<file path="config.mk">
export PLATFORM = sky130hd
export DESIGN_NAME = ysd_decoder
export DESIGN_NICKNAME = d
export VERILOG_FILES = /design/src/ysd_pkg.sv /design/src/ysd_fifo.sv /design/src/ysd_decoder.sv
export SDC_FILE = /design/constraint.sdc
export NUM_CORES = 1
export LEC_CHECK = 0
export ABC_CLOCK_PERIOD_IN_PS = 3500
export BUFFER_PORTS_ARGS = -buffer_cell sky130_fd_sc_hd__buf_2
export CORE_UTILIZATION = 55
export CTS_BUF_LIST = sky130_fd_sc_hd__clkbuf_2
export DETAILED_ROUTE_END_ITERATION = 7
export GPL_TIMING_DRIVEN = 0
export PLACE_DENSITY = 0.78
export REMOVE_ABC_BUFFERS = 1
export SLEW_MARGIN = 0
export SYNTH_ARGS = -nofsm -noshare
export SYNTH_HDL_FRONTEND = slang
export SYNTH_SLANG_ARGS = --single-unit
</file>
<file path="constraint.sdc">
create_clock -name clk -period 3.5 [get_ports clk]
set_input_delay 0.35 -clock clk [delete_from_list [all_inputs] [get_ports clk]]
set_output_delay 0.35 -clock clk [all_outputs]
set_load 0.03 [all_outputs]
</file>
<file path="src/ysd_pkg.sv">
package ysd_pkg;
    // format code that carries multiplexed 8-bit luma/chroma
    localparam logic [3:0] YSD_FMT_YCRCB8   = 4'h9;
    // timing reference code bytes
    localparam logic [7:0] YSD_TRC_PREAMBLE = 8'hff;
    localparam logic [7:0] YSD_TRC_ZERO     = 8'h00;
    // status byte fields
    localparam int         YSD_S_FIELD      = 6;
    localparam int         YSD_S_VBLANK     = 5;
    localparam int         YSD_S_EAV        = 4;
    // byte slots within one Cb,Y,Cr,Y group
    localparam logic [1:0] YSD_SLOT_CB      = 2'h0;
    localparam logic [1:0] YSD_SLOT_Y0      = 2'h1;
    localparam logic [1:0] YSD_SLOT_CR      = 2'h2;
    localparam logic [1:0] YSD_SLOT_Y1      = 2'h3;
    // line buffer shape: {chroma is Cr, chroma byte, luma byte}
    localparam int         YSD_WORD_W       = 17;
    localparam int         YSD_DEPTH        = 32;

    typedef enum logic [1:0] {
        YSD_TRC_IDLE,
        YSD_TRC_ONES,
        YSD_TRC_ZERO1,
        YSD_TRC_ZERO2
    } ysd_trc_t;
endpackage

</file>
<file path="src/ysd_fifo.sv">
`timescale 1ns/1ps
module ysd_fifo #(
    parameter int WIDTH = 17,
    parameter int DEPTH = 32
) (
    input  wire logic             clk,
    input  wire logic             rst,
    input  wire logic             in_valid,
    output logic                  in_ready,
    input  wire logic [WIDTH-1:0] in_data,
    output logic                  out_valid,
    input  wire logic             out_ready,
    output logic [WIDTH-1:0]      out_data
);
    localparam int AW = $clog2(DEPTH);

    logic [WIDTH-1:0] mem [DEPTH];
    logic [AW-1:0]    wptr;
    logic [AW-1:0]    rptr;
    logic [AW:0]      count;
    logic [AW-1:0]    next_wptr;
    logic [AW-1:0]    next_rptr;
    logic [AW:0]      next_count;
    logic             next_out_valid;
    logic [WIDTH-1:0] next_out_data;
    logic             push;
    logic             pop;

    always_comb begin
        in_ready       = (count != DEPTH[AW:0]);
        push           = in_valid && in_ready;
        pop            = (count != '0) && (!out_valid || out_ready);
        next_wptr      = push ? wptr + 1'b1 : wptr;
        next_rptr      = pop ? rptr + 1'b1 : rptr;
        next_count     = count + {{AW{1'b0}}, push} - {{AW{1'b0}}, pop};
        next_out_valid = pop ? 1'b1 : (out_ready ? 1'b0 : out_valid);
        next_out_data  = pop ? mem[rptr] : out_data;
    end

    // storage array carries no reset
    always_ff @(posedge clk) begin
        if (push) begin
            mem[wptr] <= in_data;
        end
    end

    always_ff @(posedge clk) begin
        if (rst) begin
            wptr      <= '0;
            rptr      <= '0;
            count     <= '0;
            out_valid <= 1'b0;
            out_data  <= '0;
        end else begin
            wptr      <= next_wptr;
            rptr      <= next_rptr;
            count     <= next_count;
            out_valid <= next_out_valid;
            out_data  <= next_out_data;
        end
    end
endmodule // ysd_fifo

</file>
<file path="src/ysd_decoder.sv">
`timescale 1ns/1ps
// Function
// - format 9 may carry sync inside the byte stream; decode it there.
// - reference code starts in a Cb slot; device treats it as code start.
// - code is ff, 00, 00, status; normal Cb,Y,Cr,Y bytes follow.
// - status bit 6 is field: one second field, zero first field.
// - status bit 5 is vertical blanking during field blanking lines.
// - status bit 4 one marks end of active video, zero start.
// - status bits 7 and 3..0 never affect decoding.
// - input bytes are captured in step with the accompanying pixel clock.
// - pixels become 4:2:2 YUV words written into a line buffer.
// - byte order Cb, Y, Cr, Y; Cb, first Y, Cr co-sited.
// - data rate is twice pixel rate; each byte pair is one pixel.
// - latch on rising, falling or both clock edges per mode and polarity.
module ysd_decoder
    import ysd_pkg::*;
(
    input  wire logic                  clk,
    input  wire logic                  rst,
    input  wire logic                  pixel_input_clock,
    input  wire logic [7:0]            pixel_data,
    input  wire logic                  hsync_in,
    input  wire logic                  vsync_in,
    input  wire logic [3:0]            input_format_select,
    input  wire logic                  embedded_sync_enable,
    input  wire logic                  input_clock_edge_mode,
    input  wire logic                  input_clock_polarity,
    output logic                       line_start,
    output logic                       vblank,
    output logic                       field,
    output logic                       active_video,
    output logic                       pixel_dropped,
    output logic                       pix_valid,
    input  wire logic                  pix_ready,
    output logic [YSD_WORD_W-1:0]      pix_data
);
    // two-stage synchronisers for everything arriving from the pins
    logic [1:0] ck_sync;
    logic       ck_prev;
    logic [7:0] d_meta;
    logic [7:0] d_sync;
    logic [1:0] hs_sync;
    logic [1:0] vs_sync;
    logic       hs_prev;
    logic [3:0] fmt_meta;
    logic [3:0] fmt_sync;
    logic [2:0] cfg_meta;
    logic [2:0] cfg_sync;

    always_ff @(posedge clk) begin
        if (rst) begin
            ck_sync  <= '0;
            ck_prev  <= 1'b0;
            d_meta   <= '0;
            d_sync   <= '0;
            hs_sync  <= '0;
            vs_sync  <= '0;
            hs_prev  <= 1'b0;
            fmt_meta <= '0;
            fmt_sync <= '0;
            cfg_meta <= '0;
            cfg_sync <= '0;
        end else begin
            ck_sync  <= {ck_sync[0], pixel_input_clock};
            ck_prev  <= ck_sync[1];
            d_meta   <= pixel_data;
            d_sync   <= d_meta;
            hs_sync  <= {hs_sync[0], hsync_in};
            vs_sync  <= {vs_sync[0], vsync_in};
            hs_prev  <= hs_sync[1];
            fmt_meta <= input_format_select;
            fmt_sync <= fmt_meta;
            cfg_meta <= {embedded_sync_enable, input_clock_edge_mode, input_clock_polarity};
            cfg_sync <= cfg_meta;
        end
    end

    logic emb_en;
    logic both_edges;
    logic falling_sel;
    logic rise;
    logic fall;
    logic strobe;
    logic fmt_ok;
    logic hs_lead;

    always_comb begin
        emb_en      = cfg_sync[2];
        both_edges  = cfg_sync[1];
        falling_sel = cfg_sync[0];
        rise        = ck_sync[1] && !ck_prev;
        fall        = !ck_sync[1] && ck_prev;
        strobe      = both_edges ? (rise || fall) : (falling_sel ? fall : rise);
        fmt_ok      = (fmt_sync == YSD_FMT_YCRCB8);
        hs_lead     = hs_sync[1] && !hs_prev;
    end

    // byte framing and reference code decode
    ysd_trc_t  trc;
    logic [1:0] slot;
    logic [7:0] chroma;
    logic [7:0] hold_cb;
    logic       act;
    logic       fifo_ready;
    logic       wr_valid;
    logic [YSD_WORD_W-1:0] wr_data;

    ysd_trc_t   next_trc;
    logic [1:0] next_slot;
    logic [7:0] next_chroma;
    logic [7:0] next_hold_cb;
    logic       next_act;
    logic       next_line_start;
    logic       next_vblank;
    logic       next_field;
    logic       next_wr_valid;
    logic [YSD_WORD_W-1:0] next_wr_data;
    logic       next_dropped;
    logic       is_pixel;

    always_comb begin
        next_trc        = trc;
        next_slot       = slot;
        next_chroma     = chroma;
        next_hold_cb    = hold_cb;
        next_act        = act;
        next_line_start = 1'b0;
        next_vblank     = vblank;
        next_field      = field;
        next_wr_valid   = 1'b0;
        next_wr_data    = wr_data;
        next_dropped    = wr_valid && !fifo_ready;
        is_pixel        = 1'b0;
        if (fmt_ok && !emb_en) begin
            next_line_start = hs_lead;
            next_vblank     = vs_sync[1];
            next_act        = !vs_sync[1];
            if (hs_lead) begin
                next_slot = YSD_SLOT_CB;
            end
        end
        if (strobe && fmt_ok) begin
            next_slot = slot + 2'h1;
            if (emb_en) begin
                case (trc)
                    YSD_TRC_IDLE: begin
                        if (slot == YSD_SLOT_CB && d_sync == YSD_TRC_PREAMBLE) begin
                            next_trc = YSD_TRC_ONES;
                        end else begin
                            is_pixel = 1'b1;
                        end
                    end
                    YSD_TRC_ONES: begin
                        next_trc = (d_sync == YSD_TRC_ZERO) ? YSD_TRC_ZERO1 : YSD_TRC_IDLE;
                    end
                    YSD_TRC_ZERO1: begin
                        next_trc = (d_sync == YSD_TRC_ZERO) ? YSD_TRC_ZERO2 : YSD_TRC_IDLE;
                    end
                    YSD_TRC_ZERO2: begin
                        // status byte: only field, blanking and eav bits are looked at
                        next_trc    = YSD_TRC_IDLE;
                        next_field  = d_sync[YSD_S_FIELD];
                        next_vblank = d_sync[YSD_S_VBLANK];
                        next_act    = !d_sync[YSD_S_EAV];
                        next_line_start = !d_sync[YSD_S_EAV];
                        next_slot   = YSD_SLOT_CB;
                    end
                    default: begin
                        next_trc = YSD_TRC_IDLE;
                    end
                endcase
            end else begin
                is_pixel = 1'b1;
            end
        end
        // code bytes never reach this point as pixels
        if (is_pixel) begin
            case (slot)
                YSD_SLOT_CB: begin
                    next_hold_cb = d_sync;
                end
                YSD_SLOT_CR: begin
                    next_chroma = d_sync;
                end
                YSD_SLOT_Y0: begin
                    next_wr_valid = act && !next_vblank;
                    next_wr_data  = {1'b0, hold_cb, d_sync};
                end
                YSD_SLOT_Y1: begin
                    next_wr_valid = act && !next_vblank;
                    next_wr_data  = {1'b1, chroma, d_sync};
                end
                default: begin
                    next_wr_valid = 1'b0;
                end
            endcase
        end
    end

    always_ff @(posedge clk) begin
        if (rst) begin
            trc           <= YSD_TRC_IDLE;
            slot          <= YSD_SLOT_CB;
            chroma        <= '0;
            hold_cb       <= '0;
            act           <= 1'b0;
            line_start    <= 1'b0;
            vblank        <= 1'b0;
            field         <= 1'b0;
            wr_valid      <= 1'b0;
            wr_data       <= '0;
            pixel_dropped <= 1'b0;
        end else begin
            trc           <= next_trc;
            slot          <= next_slot;
            chroma        <= next_chroma;
            hold_cb       <= next_hold_cb;
            act           <= next_act;
            line_start    <= next_line_start;
            vblank        <= next_vblank;
            field         <= next_field;
            wr_valid      <= next_wr_valid;
            wr_data       <= next_wr_data;
            pixel_dropped <= next_dropped;
        end
    end

    always_comb begin
        active_video = act;
    end

    // the link cannot be stalled, so a full buffer drops the word and reports it
    ysd_fifo #(
        .WIDTH (YSD_WORD_W),
        .DEPTH (YSD_DEPTH)
    ) u_line_buf (
        .clk       (clk),
        .rst       (rst),
        .in_valid  (wr_valid),
        .in_ready  (fifo_ready),
        .in_data   (wr_data),
        .out_valid (pix_valid),
        .out_ready (pix_ready),
        .out_data  (pix_data)
    );
endmodule // ysd_decoder

</file>
=== Yosys cells after proc, flatten, opt, wreduce, memory -nomap -nowiden ===
Memory sizes are Yosys's and may differ from the RTL's. A register that Yosys moved wholly into a read port is not among the register bits.
Index checks and enable logic that the tools add are counted.

* Bits in registers: 98
* Memory bits (writable): 544
* Output and inout bits: 23
* Memories: 1

* Reductions and logical operators: 37
* Bitwise operators: 2
* Add/sub/neg operators: 5
* Mux-type cells: 32
* Equal/unequal tests: 10

{| class="wikitable"
|+ Memories
! name !! depth !! bits a word !! read ports !! clocked after memory_dff !! wr ports !! line !! source
|-
| u_line_buf.mem || 32 || 17 || 1 || 1 || 1 || ysd_fifo.sv:17 || <nowiki>logic [WIDTH-1:0] mem [DEPTH];</nowiki>
|}

{| class="wikitable"
|+ Operator list
! cell !! count
|-
| $pmux W17 S2 || 1
|-
| $mux W1 || 22
|-
| $mux W2 || 8
|-
| $add A5 B1 Y5 const B || 2
|-
| $logic_and A1 B1 Y1 || 10
|-
| $logic_not A1 Y1 || 9
|-
| $eq A2 B2 Y1 const B || 4
|-
| $eq A8 B8 Y1 const B || 1
|-
| $logic_not A8 Y1 || 1
|-
| $pmux W2 S4 || 1
|-
| $reduce_and A2 Y1 || 4
|-
| $reduce_bool A2 Y1 || 4
|-
| $add A6 B1 Y6 || 1
|-
| $ne A6 B6 Y1 const B || 1
|-
| $reduce_and A3 Y1 || 2
|-
| $reduce_bool A6 Y1 || 1
|-
| $sub A6 B1 Y6 || 1
|-
| $eq A2 B1 Y1 const B || 2
|-
| $eq A4 B4 Y1 const B || 1
|-
| $logic_not A2 Y1 || 2
|-
| $reduce_or A3 Y1 || 1
|-
| $add A2 B1 Y2 const B || 1
|-
| $logic_or A1 B1 Y1 || 2
|-
| $ne A2 B2 Y1 const B || 1
|-
| other kinds (2) || 3
|}

=== Longest topological paths before layout ===
* Depth after elaboration: 8
* Depth in mapped cells: 15
* Gate-level depth less buffers: 14

=== Cells and area by module ===
Synthesis repeated with hierarchy kept, for this count alone.

* Cell total of the unflattened synthesis: 1373
* Area total of the unflattened synthesis: 25311.8 um^2

{| class="wikitable"
|+ Modules (own cells, without submodules)
! module !! area an instance (um^2) !! cells an instance !! times used !! sequential area each (um^2)
|-
| ysd_fifo || 22276.4 || 1079 || 1 || 17016.3
|-
| ysd_decoder || 3035.4 || 294 || 1 || 1621.6
|}

=== Least setup slack after synthesis ===
OpenSTA, ideal clock, no wires.

* Path kind: register to register
* Start: register u_line_buf.count[4]
* End: register u_line_buf.count[5]
* Cell stages (with the launch flop): 14
* Clock period less this slack: 2.549 ns
* Setup slack: 0.951 ns
* Path buffers: 1
* Data arrival time: 2.428 ns
* Required time: 3.379 ns
* Path through: dfxtp_1 > inv_1 > ha_1 > nor4bb_1 > nor2b_1 > buf_2 > ha_1 > inv_1 > ha_1 > a21o_1 > a21oi_1 > o21bai_1 > a21oi_1 > mux2_2

* Word-level cells in the longest chain between the ends: 4

{| class="wikitable"
|+ Ends and longest elaborated chain
! element !! line !! source
|-
| start, declared || ysd_fifo.sv:20 || <nowiki>logic [AW:0] count;</nowiki>
|-
| start signal, assigned || ysd_fifo.sv:57 || <nowiki>count <= next_count;</nowiki>
|-
| $ne A6 B6 Y1 || ysd_fifo.sv:30 || <nowiki>in_ready = (count != DEPTH[AW:0]);</nowiki>
|-
| $logic_and A1 B1 Y1 || ysd_fifo.sv:31 || <nowiki>push = in_valid && in_ready;</nowiki>
|-
| $add A6 B1 Y6 || ysd_fifo.sv:35 || <nowiki>next_count = count + {{AW{1'b0}}, push} - {{AW{1'b0}}, pop};</nowiki>
|-
| $sub A6 B1 Y6 * || ysd_fifo.sv:35 ||
|}

Mark *: on every way between the ends. The rest lies on a longest branch, timed or not.
A chain may end at the register's enable or synchronous reset.

==> metrics.md <==
| Metric | Value |
|---|---|
| Outcome | complete, no violations |
| DRC Markers | 0 |
| Min Tclk post-route | around 3400 ps |
| Row count | just under 80 |
| Starting DRT DRC Count | between 1000 and 1500 |
| Post-route ant nets | 0 |
| Placed cell area | between 20000 and 30000 sq um |
| First-pass GRT wire length | 81760 um |
| Commonest cells after routing, fill and taps aside | 544 x edfxtp_1, 233 x clkbuf_2, 111 x dfxtp_1, 110 x mux2i_1, 94 x mux4_2 |
| CP startpoint kind | flop |
| Final hold slack | 219.5 ps |
| First-pass DRT Iterations | 5 |
| Worst Tran Pin Value | 1383 ps |
| Synth top area share | 64.86% |
| Post-synth cell types | 56 |
| Crit path largest cell delay | about 1000 ps |
| Design Power | about 17 mW |
| Clk slew on worst S/H paths | ~110 ps |
| Required time of the critical path | 4690 ps |
| Average cell area after synthesis | approximately 19 sq um |
| Hold Fails Final Rpt | 0 |
| GRT overflow | 0 |
| Die area | between 40000 and 50000 sq um |
| Total Nets Final | roughly 1600 |
| CP Cell Sequence | buf_12, mux4_1, a22o_1, a2111oi_1, a21oi_1, a22o_1 |
| Crit path DAT | ~4600 ps |
| Post-Layout Cell Count | about 2300 |
| Max Cap Viol | 0 |
| Placed Cells incl. Taps | 1958 |
| Max Freq | just under 0.3 GHz |
| Commonest non-fill, non-tap cell in the layout | edfxtp_1 |
| Design Area, Final | between 20000 and 30000 sq um |
| Leakage | slightly below 10 nW |
| DP HPWL | 32160 um |
| Worst slew margin | 7.668% |
| Post-Route WL | between 50000 and 60000 um |
| Initial antenna violation count | 2 |
| Max Slew Vio Count | 0 |
| CP Capture Point | u_line_buf.out_data[16] |
| Wirelength per Cell | 23.72 um |
| Worst vdd ir | ~0.00048 V |
| Chip height | between 200 and 250 um |
| # setup viols final | 0 |
| DR vias/cell | a little under 6 |
| Vias in the first global route | around 14000 |
| Most common flop cell mapped by yosys | edfxtp_1 |
| Post-layout util | 63.23% |
| CP endpoint kind | flop |
| Worst Setup SP | u_line_buf.rptr[0] |
| Most area-hungry cell type in the Yosys netlist | edfxtp_1 |
| Chip Width | 216.0 um |
| Worst skew pair latency | between 1000 and 1500 ps |
| Starting density of the core | between 50% and 60% |
| WS Path Type | flop to flop |
| Htree depth | 4 |
| Synth Register Bits | between 600 and 700 |
| Async S/R FF share, synth | 0% |
| Largest net degree at the start of global routing | 85 |
| Synth Cell Area | around 25000 sq um |
| Core box area | 45280 sq um |
| Most common cell on crit path | a22o_1 |
| Critical R2R Capture | u_line_buf.out_data[16] |
| I/O Pins | 44 |
| Post-synth EDFFs | 544 |
| Vias | 13480 |
| Layout area overhead | 13.69% |
| Placer Congestion | around 0.77 |
| CTS tree | done |
| RSZ-0062 raised after global routing | false |
| Total GRT Usage | between 20 and 25% |
| Port buffer count | 43 |
| Synth Warn # | 0 |
| CTS Buffer Depth | 3 |
| Pwr dens | slightly above 600 nW/um^2 |
| Reg-to-Reg Start | u_line_buf.rptr[0] |
| CTS Buf Count | approximately 160 |
| Post-CTS setup buffers | 0 |
| Sequential element share of the synthesized area | between 70% and 80% |
| Share of layout cells above drive strength 1 | 29.43% |
| CP max stage cell | a2111oi_1 |
| Worst min-delay path class | input port to flop |
| Final period utilization | between 90% and 100% |
| Layout Skew | 97.29 ps |
| Flop2flop setup slack | ~120 ps |
| Clock sinks | approximately 660 |
| Maximum fanout along the worst path | 27 |
| Root Buffer | clkbuf_2 |
| R2R depth | 6 |
| Syn Inst Count | between 1000 and 1500 |
| Main area contributors after synthesis | edfxtp_1 65%, dfxtp_1 9.1%, mux4_2 8.4%, mux2i_1 4.4%, nor2_1 1.4% |
==> cells in the mapped netlist, types with 2 or more instances <==
cell and number:
xnor2_1 4, mux2_2 3, nor4bb_1 2, nand4_1 5, o221ai_1 17, o21bai_1 2, or3b_2 2, nand2_1 11
nor4_1 2, buf_4 9, a211oi_4 3, a2111oi_2 13, buf_1 8, edfxtp_1 544, dfxtp_1 115, buf_12 2
nand3b_1 6, xor2_1 7, nor2_1 91, nand3_1 6, nor2b_1 45, or3_1 2, a2111oi_1 3, a22oi_1 16
o22ai_1 16, a211oi_1 8, mux2i_1 110, a21oi_1 44, clkbuf_1 40, mux4_1 8, mux4_2 94, a22o_1 32
ha_1 20, buf_6 4, inv_1 20, buf_2 12
==> through the flow <==
step | setup slack, ps | TNS (ps)
2_1_floorplan | -4542 | -94680
3_3_place_gp | -7859 | -263550
3_5_place_dp | 188.1 | 0
4_1_cts | 146.4 | 0
5_1_grt | 133.4 | 0
6_report | 120.5 | 0
==> worst max-delay path: cells and delay by family (launching register included) <==
family,cells,cell delay [ps]
multiplexers,1,590
flip-flops,1,690
AO/OA/AOI/OAI,4,1730
buffers and inverters,1,290
==> state kept, by name, indices dropped and copies added, names as in the netlist, 6 cells and up <==
register	flops
hold_cb	8
u_line_buf.out_data	17
u_line_buf.mem	544
wr_data	17
u_line_buf.count	6
chroma	8
d_meta	8
d_sync	8
==> cell families after synthesis <==
group,synth area share [%]
adders and majority gates,1.073
and+or+nand+nor,3.577
buffers and inverters,1.918
muxes,13.75
AOI/OAI and AO/OA,5.296
xor gates and xnor gates,0.3825
DFF,74.01
==> timing repair <==
action                     in CTS  in global routing
gates resized for setup         0                  1
setup endpoints to repair       0                 11
hold buffers                   59                  0
hold endpoints to repair      107                  0
==> where the power goes <==
group | internal [mW] | switching (mW)
clock | 1.98 | 2.93
combinational | 1.75 | 1.90
sequential | 8.51 | 0.211
total | 12.2 | 5.04
==> metal layers <==
| layer | track usage, % | wire [um] |
|---|---|---|
| met5 | 0 | 0 |
| met4 | 11.06 | 1518 |
| met3 | 6.018 | 4765 |
| met2 | 39.11 | 27220 |
| met1 | 31.06 | 20830 |
==> final cells by class <==
class	instances	area (sq um)
repair buffers	147	1567
multi-input cells	591	6178
diodes	2	5.005
clock buffers	233	1166
flip-flops and latches	659	18650
inverters	20	75.07
well taps	600	750.7
clock inverters	39	241.5
fillers	3100	16650
==> worst min-delay path by stage <==
stage	start	endpoint	slack, ps	cells after the start
after floorplan	cfg_meta[0]	cfg_sync[0]	410	1
after global placement	d_meta[1]	d_sync[1]	420	1
after detailed placement	d_meta[3]	d_sync[3]	420	1
after CTS	rst	u_line_buf.wptr[3]	50	4
after global routing	rst	d_sync[4]	140	4
final	rst	u_line_buf.rptr[1]	220	4
Note: power is estimated with default switching activity, not from simulation.
